<file path="src/mask_status_pkg.sv">
// Constants for the alert/fault mask and status register bank.
// Assumes a single 10 MHz clock domain and a two-wire management port.
package mask_status_pkg;

  localparam logic [6:0] DEV_ADDR = 7'h20;
  localparam logic [7:0] ALERT_MASK_OFS = 8'hF9;
  localparam logic [7:0] FAULT_MASK_OFS = 8'hFA;
  localparam logic [7:0] GEN_STATUS_OFS = 8'hFB;
  localparam logic [7:0] PHASE_STATUS_OFS = 8'hFC;

  localparam logic [7:0] ALERT_MASK_RST = 8'h00;
  localparam logic [7:0] FAULT_MASK_RST = 8'h00;
  localparam logic [7:0] GEN_STATUS_RST = 8'h00;
  localparam logic [7:0] PHASE_STATUS_RST = 8'h00;
  localparam logic [7:0] UNMAPPED_RD = 8'h00;

  localparam int VOUT_BIT = 7;
  localparam int IOUT_BIT = 6;
  localparam int COMM_BIT = 3;
  localparam int MON_BIT = 2;
  localparam int PWR_BIT = 0;
  localparam logic [7:0] SRC_USED = 8'hCD;

  localparam int GS_FAULT_BIT = 7;
  localparam int GS_ALERT_BIT = 6;
  localparam int GS_READY_BIT = 4;
  localparam int PS_PHASE4_BIT = 5;
  localparam int PS_PHASE3_BIT = 4;
  localparam int PS_PHASE2_BIT = 3;
  localparam int PS_SAVE_BIT = 2;

  localparam logic [3:0] BITS_PER_BYTE = 4'h8;

  typedef enum logic [3:0] {
    ST_IDLE = 4'h0,
    ST_ADDR = 4'h1,
    ST_ADDR_ACK = 4'h3,
    ST_CMD = 4'h2,
    ST_CMD_ACK = 4'h6,
    ST_WDATA = 4'h7,
    ST_WDATA_ACK = 4'h5,
    ST_RDATA = 4'h4,
    ST_RDATA_ACK = 4'hC
  } link_state_type;

endpackage

</file>
<file path="src/mask_combine_if.sv">
// Carrier between the register front end and the mask combiner.
// Assumes both ends run on the same clock.
`timescale 1ns/1ps
`default_nettype none
interface mask_combine_if;
  logic [7:0] alert_mask;
  logic [7:0] fault_mask;
  logic [7:0] src;
  logic fault;
  logic alert;
  modport regs (output alert_mask, output fault_mask, output src, input fault, input alert);
  modport comb (input alert_mask, input fault_mask, input src, output fault, output alert);
endinterface
`default_nettype wire

</file>
<file path="src/mask_combine.sv">
// Gates status categories with the two masks into fault and alert levels.
// Assumes source flags arrive synchronous to clk, already placed at mask bit positions.
`timescale 1ns/1ps
`default_nettype none
module mask_combine
  import mask_status_pkg::*;
(
  input wire logic clk,
  input wire logic rst_n,
  mask_combine_if.comb mc
);

  logic [7:0] fault_hit;
  logic [7:0] alert_hit;

  // Reserved positions never contribute, whatever the mask holds
  genvar gi;
  generate
    for (gi = 0; gi < 8; gi++) begin : g_bit
      assign fault_hit[gi] = SRC_USED[gi] & mc.src[gi] & ~mc.fault_mask[gi];
      assign alert_hit[gi] = SRC_USED[gi] & mc.src[gi] & ~mc.alert_mask[gi];
    end
  endgenerate

  always_ff @(posedge clk or negedge rst_n) begin
    if (!rst_n) begin
      mc.fault <= 1'b0;
    end else begin
      mc.fault <= |fault_hit;
    end
  end

  always_ff @(posedge clk or negedge rst_n) begin
    if (!rst_n) begin
      mc.alert <= 1'b0;
    end else begin
      mc.alert <= |alert_hit;
    end
  end

  vout_alert_mask_a: assert property (@(posedge clk) disable iff (!rst_n)
    (mc.alert_mask[7] && mc.src == 8'h80) |=> !mc.alert)
    else $error("masked output-voltage source raised alert");
  comm_alert_mask_a: assert property (@(posedge clk) disable iff (!rst_n)
    (mc.alert_mask[3] && mc.src == 8'h08) |=> !mc.alert)
    else $error("masked comm source raised alert");
  mon_alert_mask_a: assert property (@(posedge clk) disable iff (!rst_n)
    (mc.alert_mask[2] && mc.src == 8'h04) |=> !mc.alert)
    else $error("masked monitor source raised alert");
  power_alert_mask_a: assert property (@(posedge clk) disable iff (!rst_n)
    (mc.alert_mask[0] && mc.src == 8'h01) |=> !mc.alert)
    else $error("masked power source raised alert");
  vout_fault_mask_a: assert property (@(posedge clk) disable iff (!rst_n)
    (mc.fault_mask[7] && mc.src == 8'h80) |=> !mc.fault)
    else $error("masked output-voltage source raised fault");
  iout_fault_mask_a: assert property (@(posedge clk) disable iff (!rst_n)
    (mc.fault_mask[6] && mc.src == 8'h40) |=> !mc.fault)
    else $error("masked output-current source raised fault");
  comm_fault_mask_a: assert property (@(posedge clk) disable iff (!rst_n)
    (mc.fault_mask[3] && mc.src == 8'h08) |=> !mc.fault)
    else $error("masked comm source raised fault");
  power_fault_mask_a: assert property (@(posedge clk) disable iff (!rst_n)
    (mc.fault_mask[0] && mc.src == 8'h01) |=> !mc.fault)
    else $error("masked power source raised fault");
  unmasked_fault_a: assert property (@(posedge clk) disable iff (!rst_n)
    (rst_n && (|(mc.src & ~mc.fault_mask & SRC_USED))) |=> mc.fault)
    else $error("unmasked source did not raise fault");
  reserved_src_a: assert property (@(posedge clk) disable iff (!rst_n)
    ((mc.src & SRC_USED) == 8'h00) |=> (!mc.fault && !mc.alert))
    else $error("reserved position raised an indication");

  fault_seen_c: cover property (@(posedge clk) disable iff (!rst_n) $rose(mc.fault));
  alert_only_c: cover property (@(posedge clk) disable iff (!rst_n) mc.alert && !mc.fault);

endmodule
`default_nettype wire

</file>
<file path="src/mask_status_regs.sv">
// Two-wire management slave holding the alert/fault masks and status readback.
// Assumes open-drain data and clock pins resolved outside; status flags come from
// same-clock logic, pins and the power-save input are asynchronous.
//
// Function
// - A set alert mask bit 7 stops output-voltage status from raising alert.
// - A set alert mask bit 3 stops communication status from raising alert.
// - A set alert mask bit 2 stops monitor input limit crossings from raising alert.
// - A set alert mask bit 0 stops output power over limit from raising alert.
// - The fault mask is an eight-bit read/write register that resets to zero.
// - A set fault mask bit 7 stops output-voltage status from raising fault.
// - A set fault mask bit 6 stops output-current status from raising fault.
// - A set fault mask bit 3 stops communication status from raising fault.
// - A set fault mask bit 0 stops output power over limit from raising fault.
// - General status is read-only, resets to zero, with fault, alert, ready in bits 7, 6, 4.
// - Phase status is read-only with bits 5, 4, 3 set while phases 4, 3, 2 are enabled.
// - Phase status bit 2 is one while the active-low power-save input is asserted.
`timescale 1ns/1ps
`default_nettype none
module mask_status_regs
  import mask_status_pkg::*;
(
  input wire logic clk,
  input wire logic rst_n,
  input wire logic scl_i,
  input wire logic sda_i,
  output logic sda_o,
  output logic sda_oe_n,
  input wire logic vout_flag,
  input wire logic iout_flag,
  input wire logic comm_flag,
  input wire logic monitor_input_level_flag,
  input wire logic output_power_flag,
  input wire logic ready,
  input wire logic phase4_en,
  input wire logic phase3_en,
  input wire logic phase2_en,
  input wire logic power_save_request_n,
  output logic fault_ind,
  output logic alert_ind
);

  mask_combine_if mc();

  logic scl_meta_ff, scl_sync_ff, scl_prev_ff;
  logic sda_meta_ff, sda_sync_ff, sda_prev_ff;
  logic save_meta_ff, save_sync_ff;
  logic scl_rise, scl_fall, start_seen, stop_seen;
  link_state_type state_ff;
  logic [3:0] bit_cnt_ff;
  logic [7:0] shift_ff;
  logic [7:0] tx_ff;
  logic [7:0] cmd_ff;
  logic rw_ff;
  logic nack_ff;
  logic sda_oe_n_ff;
  logic sda_o_ff;
  logic [7:0] alert_mask_ff;
  logic [7:0] fault_mask_ff;
  logic [7:0] gen_status_ff;
  logic [7:0] phase_status_ff;
  logic [7:0] rd_data;
  logic [7:0] nxt_gen_status;
  logic [7:0] nxt_phase_status;
  logic wr_commit;

  // Pins pass two flops before anything looks at them
  always_ff @(posedge clk or negedge rst_n) begin
    if (!rst_n) begin
      scl_meta_ff <= 1'b1;
      scl_sync_ff <= 1'b1;
      scl_prev_ff <= 1'b1;
      sda_meta_ff <= 1'b1;
      sda_sync_ff <= 1'b1;
      sda_prev_ff <= 1'b1;
    end else begin
      scl_meta_ff <= scl_i;
      scl_sync_ff <= scl_meta_ff;
      scl_prev_ff <= scl_sync_ff;
      sda_meta_ff <= sda_i;
      sda_sync_ff <= sda_meta_ff;
      sda_prev_ff <= sda_sync_ff;
    end
  end

  always_ff @(posedge clk or negedge rst_n) begin
    if (!rst_n) begin
      save_meta_ff <= 1'b1;
      save_sync_ff <= 1'b1;
    end else begin
      save_meta_ff <= power_save_request_n;
      save_sync_ff <= save_meta_ff;
    end
  end

  assign scl_rise = scl_sync_ff & ~scl_prev_ff;
  assign scl_fall = ~scl_sync_ff & scl_prev_ff;
  assign start_seen = scl_sync_ff & scl_prev_ff & sda_prev_ff & ~sda_sync_ff;
  assign stop_seen = scl_sync_ff & scl_prev_ff & ~sda_prev_ff & sda_sync_ff;

  always_comb begin
    case (cmd_ff)
      ALERT_MASK_OFS: rd_data = alert_mask_ff;
      FAULT_MASK_OFS: rd_data = fault_mask_ff;
      GEN_STATUS_OFS: rd_data = gen_status_ff;
      PHASE_STATUS_OFS: rd_data = phase_status_ff;
      default: rd_data = UNMAPPED_RD;
    endcase
  end

  // Transfer engine; data pin changes only while the clock line is low
  always_ff @(posedge clk or negedge rst_n) begin
    if (!rst_n) begin
      state_ff <= ST_IDLE;
      bit_cnt_ff <= 4'h0;
      shift_ff <= 8'h00;
      tx_ff <= 8'hFF;
      cmd_ff <= 8'h00;
      rw_ff <= 1'b0;
      nack_ff <= 1'b1;
      sda_oe_n_ff <= 1'b1;
    end else if (start_seen) begin
      state_ff <= ST_ADDR;
      bit_cnt_ff <= 4'h0;
      sda_oe_n_ff <= 1'b1;
    end else if (stop_seen) begin
      state_ff <= ST_IDLE;
      sda_oe_n_ff <= 1'b1;
    end else if (scl_rise) begin
      case (state_ff)
        ST_ADDR, ST_CMD, ST_WDATA, ST_RDATA: begin
          bit_cnt_ff <= bit_cnt_ff + 4'h1;
          shift_ff <= {shift_ff[6:0], sda_sync_ff};
        end
        ST_RDATA_ACK: nack_ff <= sda_sync_ff;
        default: ;
      endcase
    end else if (scl_fall) begin
      case (state_ff)
        ST_ADDR: begin
          if (bit_cnt_ff == BITS_PER_BYTE) begin
            if (shift_ff[7:1] == DEV_ADDR) begin
              sda_oe_n_ff <= 1'b0;
              rw_ff <= shift_ff[0];
              state_ff <= ST_ADDR_ACK;
            end else begin
              state_ff <= ST_IDLE;
            end
          end
        end
        ST_ADDR_ACK: begin
          bit_cnt_ff <= 4'h0;
          if (rw_ff) begin
            sda_oe_n_ff <= rd_data[7];
            tx_ff <= {rd_data[6:0], 1'b1};
            state_ff <= ST_RDATA;
          end else begin
            sda_oe_n_ff <= 1'b1;
            state_ff <= ST_CMD;
          end
        end
        ST_CMD: begin
          if (bit_cnt_ff == BITS_PER_BYTE) begin
            cmd_ff <= shift_ff;
            sda_oe_n_ff <= 1'b0;
            state_ff <= ST_CMD_ACK;
          end
        end
        ST_CMD_ACK, ST_WDATA_ACK: begin
          sda_oe_n_ff <= 1'b1;
          bit_cnt_ff <= 4'h0;
          state_ff <= ST_WDATA;
        end
        ST_WDATA: begin
          if (bit_cnt_ff == BITS_PER_BYTE) begin
            sda_oe_n_ff <= 1'b0;
            state_ff <= ST_WDATA_ACK;
          end
        end
        ST_RDATA: begin
          if (bit_cnt_ff == BITS_PER_BYTE) begin
            sda_oe_n_ff <= 1'b1;
            state_ff <= ST_RDATA_ACK;
          end else begin
            sda_oe_n_ff <= tx_ff[7];
            tx_ff <= {tx_ff[6:0], 1'b1};
          end
        end
        ST_RDATA_ACK: begin
          bit_cnt_ff <= 4'h0;
          if (!nack_ff) begin
            sda_oe_n_ff <= rd_data[7];
            tx_ff <= {rd_data[6:0], 1'b1};
            state_ff <= ST_RDATA;
          end else begin
            state_ff <= ST_IDLE;
          end
        end
        default: state_ff <= ST_IDLE;
      endcase
    end
  end

  // Open drain: the line is only ever pulled low
  always_ff @(posedge clk or negedge rst_n) begin
    if (!rst_n) begin
      sda_o_ff <= 1'b0;
    end else begin
      sda_o_ff <= 1'b0;
    end
  end

  assign wr_commit = scl_fall && !start_seen && !stop_seen && !scl_rise &&
                     (state_ff == ST_WDATA) && (bit_cnt_ff == BITS_PER_BYTE);

  // Writes to status offsets are acknowledged but dropped, keeping them read-only
  always_ff @(posedge clk or negedge rst_n) begin
    if (!rst_n) begin
      alert_mask_ff <= ALERT_MASK_RST;
      fault_mask_ff <= FAULT_MASK_RST;
    end else if (wr_commit) begin
      if (cmd_ff == ALERT_MASK_OFS) begin
        alert_mask_ff <= shift_ff;
      end
      if (cmd_ff == FAULT_MASK_OFS) begin
        fault_mask_ff <= shift_ff;
      end
    end
  end

  always_comb begin
    nxt_gen_status = GEN_STATUS_RST;
    nxt_gen_status[GS_FAULT_BIT] = mc.fault;
    nxt_gen_status[GS_ALERT_BIT] = mc.alert;
    nxt_gen_status[GS_READY_BIT] = ready;
    nxt_phase_status = PHASE_STATUS_RST;
    nxt_phase_status[PS_PHASE4_BIT] = phase4_en;
    nxt_phase_status[PS_PHASE3_BIT] = phase3_en;
    nxt_phase_status[PS_PHASE2_BIT] = phase2_en;
    nxt_phase_status[PS_SAVE_BIT] = ~save_sync_ff;
  end

  always_ff @(posedge clk or negedge rst_n) begin
    if (!rst_n) begin
      gen_status_ff <= GEN_STATUS_RST;
      phase_status_ff <= PHASE_STATUS_RST;
    end else begin
      gen_status_ff <= nxt_gen_status;
      phase_status_ff <= nxt_phase_status;
    end
  end

  always_comb begin
    mc.src = 8'h00;
    mc.src[VOUT_BIT] = vout_flag;
    mc.src[IOUT_BIT] = iout_flag;
    mc.src[COMM_BIT] = comm_flag;
    mc.src[MON_BIT] = monitor_input_level_flag;
    mc.src[PWR_BIT] = output_power_flag;
  end
  assign mc.alert_mask = alert_mask_ff;
  assign mc.fault_mask = fault_mask_ff;

  mask_combine u_combine (
    .clk(clk),
    .rst_n(rst_n),
    .mc(mc)
  );

  assign sda_o = sda_o_ff;
  assign sda_oe_n = sda_oe_n_ff;
  assign fault_ind = mc.fault;
  assign alert_ind = mc.alert;

  fault_mask_write_a: assert property (@(posedge clk) disable iff (!rst_n)
    !$stable(fault_mask_ff) |-> $past(wr_commit && cmd_ff == FAULT_MASK_OFS))
    else $error("fault mask changed without a write");
  gen_status_map_a: assert property (@(posedge clk) disable iff (!rst_n)
    rst_n |=> gen_status_ff == {$past(mc.fault), $past(mc.alert), 1'b0, $past(ready), 4'h0})
    else $error("general status does not track fault, alert, ready");
  phase_status_map_a: assert property (@(posedge clk) disable iff (!rst_n)
    rst_n |=> phase_status_ff[5:3] == {$past(phase4_en), $past(phase3_en), $past(phase2_en)})
    else $error("phase status does not track phase enables");
  save_status_a: assert property (@(posedge clk) disable iff (!rst_n)
    $fell(power_save_request_n) |-> ##3 phase_status_ff[PS_SAVE_BIT])
    else $error("power-save status not set three cycles after request");
  save_clear_a: assert property (@(posedge clk) disable iff (!rst_n)
    $rose(power_save_request_n) |-> ##3 !phase_status_ff[PS_SAVE_BIT])
    else $error("power-save status not cleared three cycles after release");
  alert_mask_write_a: assert property (@(posedge clk) disable iff (!rst_n)
    !$stable(alert_mask_ff) |-> $past(wr_commit && cmd_ff == ALERT_MASK_OFS))
    else $error("alert mask changed without a write");
  alert_raise_a: assert property (@(posedge clk) disable iff (!rst_n)
    (rst_n && (|(mc.src & ~mc.alert_mask & SRC_USED))) |=> alert_ind)
    else $error("unmasked source did not raise alert");

  write_commit_c: cover property (@(posedge clk) disable iff (!rst_n)
    wr_commit && cmd_ff == FAULT_MASK_OFS);
  read_byte_c: cover property (@(posedge clk) disable iff (!rst_n)
    state_ff == ST_RDATA_ACK && scl_fall);
  save_request_c: cover property (@(posedge clk) disable iff (!rst_n)
    phase_status_ff[PS_SAVE_BIT]);

endmodule
`default_nettype wire

</file>
<file path="config.mk">
export PLATFORM = sky130hd
export DESIGN_NAME = mask_status_regs
export DESIGN_NICKNAME = d
export VERILOG_FILES = /design/src/mask_status_pkg.sv /design/src/mask_combine_if.sv /design/src/mask_combine.sv /design/src/mask_status_regs.sv
export SDC_FILE = /design/constraint.sdc
export NUM_CORES = 1
export LEC_CHECK = 0
export BUFFER_PORTS_ARGS = -buffer_cell sky130_fd_sc_hd__buf_2
export CAP_MARGIN = 25
export CORE_ASPECT_RATIO = 1.75
export CORE_MARGIN = 1.5
export CORE_UTILIZATION = 55
export DETAILED_ROUTE_END_ITERATION = 8
export PLACE_DENSITY = 0.87
export SETUP_SLACK_MARGIN = 0.02
export SYNTH_ARGS = -nofsm -noshare
export SYNTH_HDL_FRONTEND = slang
export SYNTH_HIERARCHICAL = 1
export SYNTH_SLANG_ARGS = --single-unit
</file>
<file path="constraint.sdc">
create_clock -name clk -period 2.2 [get_ports clk]
set_input_delay 0.22 -clock clk [delete_from_list [all_inputs] [get_ports clk]]
set_output_delay 0.22 -clock clk [all_outputs]
set_load 0.005 [all_outputs]
</file>
==> results.ini <==
[drt]
drtPass1Iterations=6
drc=0
viasPerCell=6.37
routedWlPerCell_microns=21.1
drt_first_iter_violations=227
ant_nets=0
vias=2613
routed_wl_microns=8660

[timing]
fmax_mhz=455
setup_viol=0
final.setup.tns_ps=0
rsz0062_at_grt=true
slew_violations=0
min_period_over_period_pct=99.9
maxSlewHeadroom_pct=63.1
finalClockSkew_ps=7.38
fin_crit_ps=2200
hold_violations=0
worst_slew_pin_slew_ps=551

[global_route]
grt_pass1_wl_microns=13800
grt_usage_pct=28.0
grt_max_degree=26
antenna_found_initial=0
grt_overflow=0
grt_pass1_vias=2735

[clock_tree]
clockBufferDepth=2
cts_root_buf=clkbuf_8
insertion_delay_ps=350
htreeDepth=3
cts_tree=built
cts_buffers=9
cts_sinks=67
clk_pin_slew_ps=80

[power_and_ir_drop]
vdd_drop_max_uv=585
pwr_density_cell_mw_per_mm2=670
p_leak_nw=1.75

[critical_path]
arrival_ps=2460
required_ps=2460
crit_path_end_kind=flip-flop
critPathKind=reg2reg
startpoint_type=flip-flop
cp_max_fo=5

[final_layout]
area_growth_syn_to_layout_pct=17.1
final_cell_area_sq_mm=0.00394
nets=346
final.fill_count=401
drive_gt1_share_pct=36.1
diodes=0
postLayoutCoreUtil_pct=67.1

[die]
core_sq_mm=0.00588
dieArea_sq_mm=0.00662
initial_utilization_pct=57.3
ios=18
die_x_microns=62.1
die_h_microns=107
rows=37

[placement]
hpwl_microns=5500
port_buffers=16
gp_congestion=0.931
place_area_sq_mm=0.00356

[yosys]
yosysTopAreaCell=dfrtp_1
yosysTopAreaCellShare_pct=37.2
synth_nets=311
netlist_area_sq_mm=0.00337
synth_edf_count=0
synth_area_leaders=dfrtp_1 37%, dfstp_2 13%, mux2_2 9.7%
seq_area_frac_synth_pct=50.4
synth_top_flop_cell=dfrtp_1
yosysMostFrequentCell=dfrtp_1
synthTopCellsByCount=50 x dfrtp_1, 29 x mux2_2, 19 x inv_1, 17 x dfstp_2, 17 x nand2_1
yosysUniqueCellTypes=59
ys_seq_elements=67
synth_warnings=6
postSynthCellCount=292
synthArstFlopShare_pct=100
avgSynthCellArea_sq_um=11.5

[worst_hold_path]
hp-class=in2reg

[run_status]
outcome=finished, final reports clean

[job]
maxCapViolations=0

per-layer routing:
layer	GRT usage, %	wire (microns)	vias to the layer above
met5	0	0	-
li1	-	-	1126
met3	4.76	389	44
met1	28.2	3090	1312
met2	51.9	4760	131
met4	19.4	422	0
kinds of logic (layout without fill, tap and decap cells):
family                     after synthesis  after routing  synth area share, %
and+or+nand+nor                         74             74                 13.3
DFF                                     67             67                 50.4
AOI/OAI and AO/OA                       62             62                 13.4
muxes                                   42             42                 14.8
buffers and inverters                   37             77                 5.09
adders and majority gates                6              6                 2.16
xor gates and xnor gates                 3              3                0.781
other                                    1              1                0.111
path summary, 6_finish.rpt:
kind,from,end,slack (ps),cells after the start
min reg2reg,sda_meta_ff,sda_sync_ff,360,0
max,scl_prev_ff,bit_cnt_ff[1],2,8
max reg2reg,scl_prev_ff,bit_cnt_ff[1],2,8
max in group asynchronous,rst_n,tx_ff[2],1080,3
min,output_power_flag,u_combine/mc.fault,120,3
min in group asynchronous,rst_n,u_combine/mc.alert,370,2
layout by cell type, fill, tap and decap left out, types with 3 or more instances in the layout:
| cell type | Yosys | final |
|---|---|---|
| nand3_1 | 4 | 4 |
| dfstp_2 | 17 | 17 |
| dlygate4sd3_1 | 0 | 8 |
| mux2_4 | 8 | 8 |
| o21ai_0 | 6 | 6 |
| a31oi_1 | 3 | 3 |
| nor2b_1 | 7 | 7 |
| nand2_1 | 17 | 17 |
| o211ai_1 | 5 | 5 |
| o21a_1 | 4 | 4 |
| clkbuf_8 | 0 | 9 |
| nor2_1 | 15 | 15 |
| dfrtp_1 | 50 | 50 |
| ha_1 | 5 | 3 |
| o31ai_1 | 4 | 3 |
| a21oi_1 | 7 | 7 |
| a22oi_1 | 8 | 8 |
| mux2i_1 | 5 | 5 |
| a2bb2oi_1 | 5 | 5 |
| nand2b_1 | 4 | 4 |
| inv_1 | 19 | 18 |
| buf_2 | 8 | 17 |
| mux2_2 | 29 | 29 |
| buf_4 | 2 | 16 |
| inv_6 | 0 | 3 |
what timing repair did:
action                                  in CTS  in global routing
pin swaps                                    0                  6
hold buffers                                 8                  0
hold endpoints to repair                    21                  0
gates resized for setup                      2                 11
endpoints found under the setup margin       5                 31
buffers inserted                             0                  2
gates cloned                                 0                  1
state kept, by name (all words and copies together), names as in the netlist, 3 cells and up:
name             flops
alert_mask_ff        8
bit_cnt_ff           4
cmd_ff               8
fault_mask_ff        8
gen_status_ff        3
phase_status_ff      4
shift_ff             8
state_ff             4
tx_ff                7
stage by stage:
| stage | worst slack [ps] | hold slack [ps] | total power, mW | instances |
|---|---|---|---|---|
| after global placement | 96.9 | 203 | 1.44 | 383 |
| after global routing | -55.2 | 140 | 2.72 | 410 |
| after floorplan | 101 | -75.6 | 1.37 | 292 |
| final | 2.13 | 124 | 2.64 | 410 |
| after detailed placement | 60.2 | 217 | 1.44 | 383 |
| after CTS | 15.0 | 124 | 2.64 | 407 |
area by class of cell:
cell class	count	area (sq um)	share of cell area, %
Timing Repair Buffer	42	297	7.52
Tap cell	78	97.6	2.47
Inverter	19	71.3	1.81
Sequential cell	67	1700	43.1
Multi-Input combinational cell	188	1550	39.3
Clock inverter	7	105	2.66
Clock buffer	9	124	3.14
report_power, final:
group	internal [mW]	switching, mW	total, mW
logic	0.0663	0.0827	0.149
clock network	0.658	0.536	1.19
registers	1.26	0.0351	1.30
worst max-delay path, stage by stage (launching register included):
cell and delay (ps):
dfstp_2 570, inv_2 50, ha_4 150, buf_6 120
xor2_2 140, o2bb2ai_1 140, o211ai_1 480, a21boi_2 150
o32ai_1 290
No activity file was read; power rests on OpenSTA's default activity.
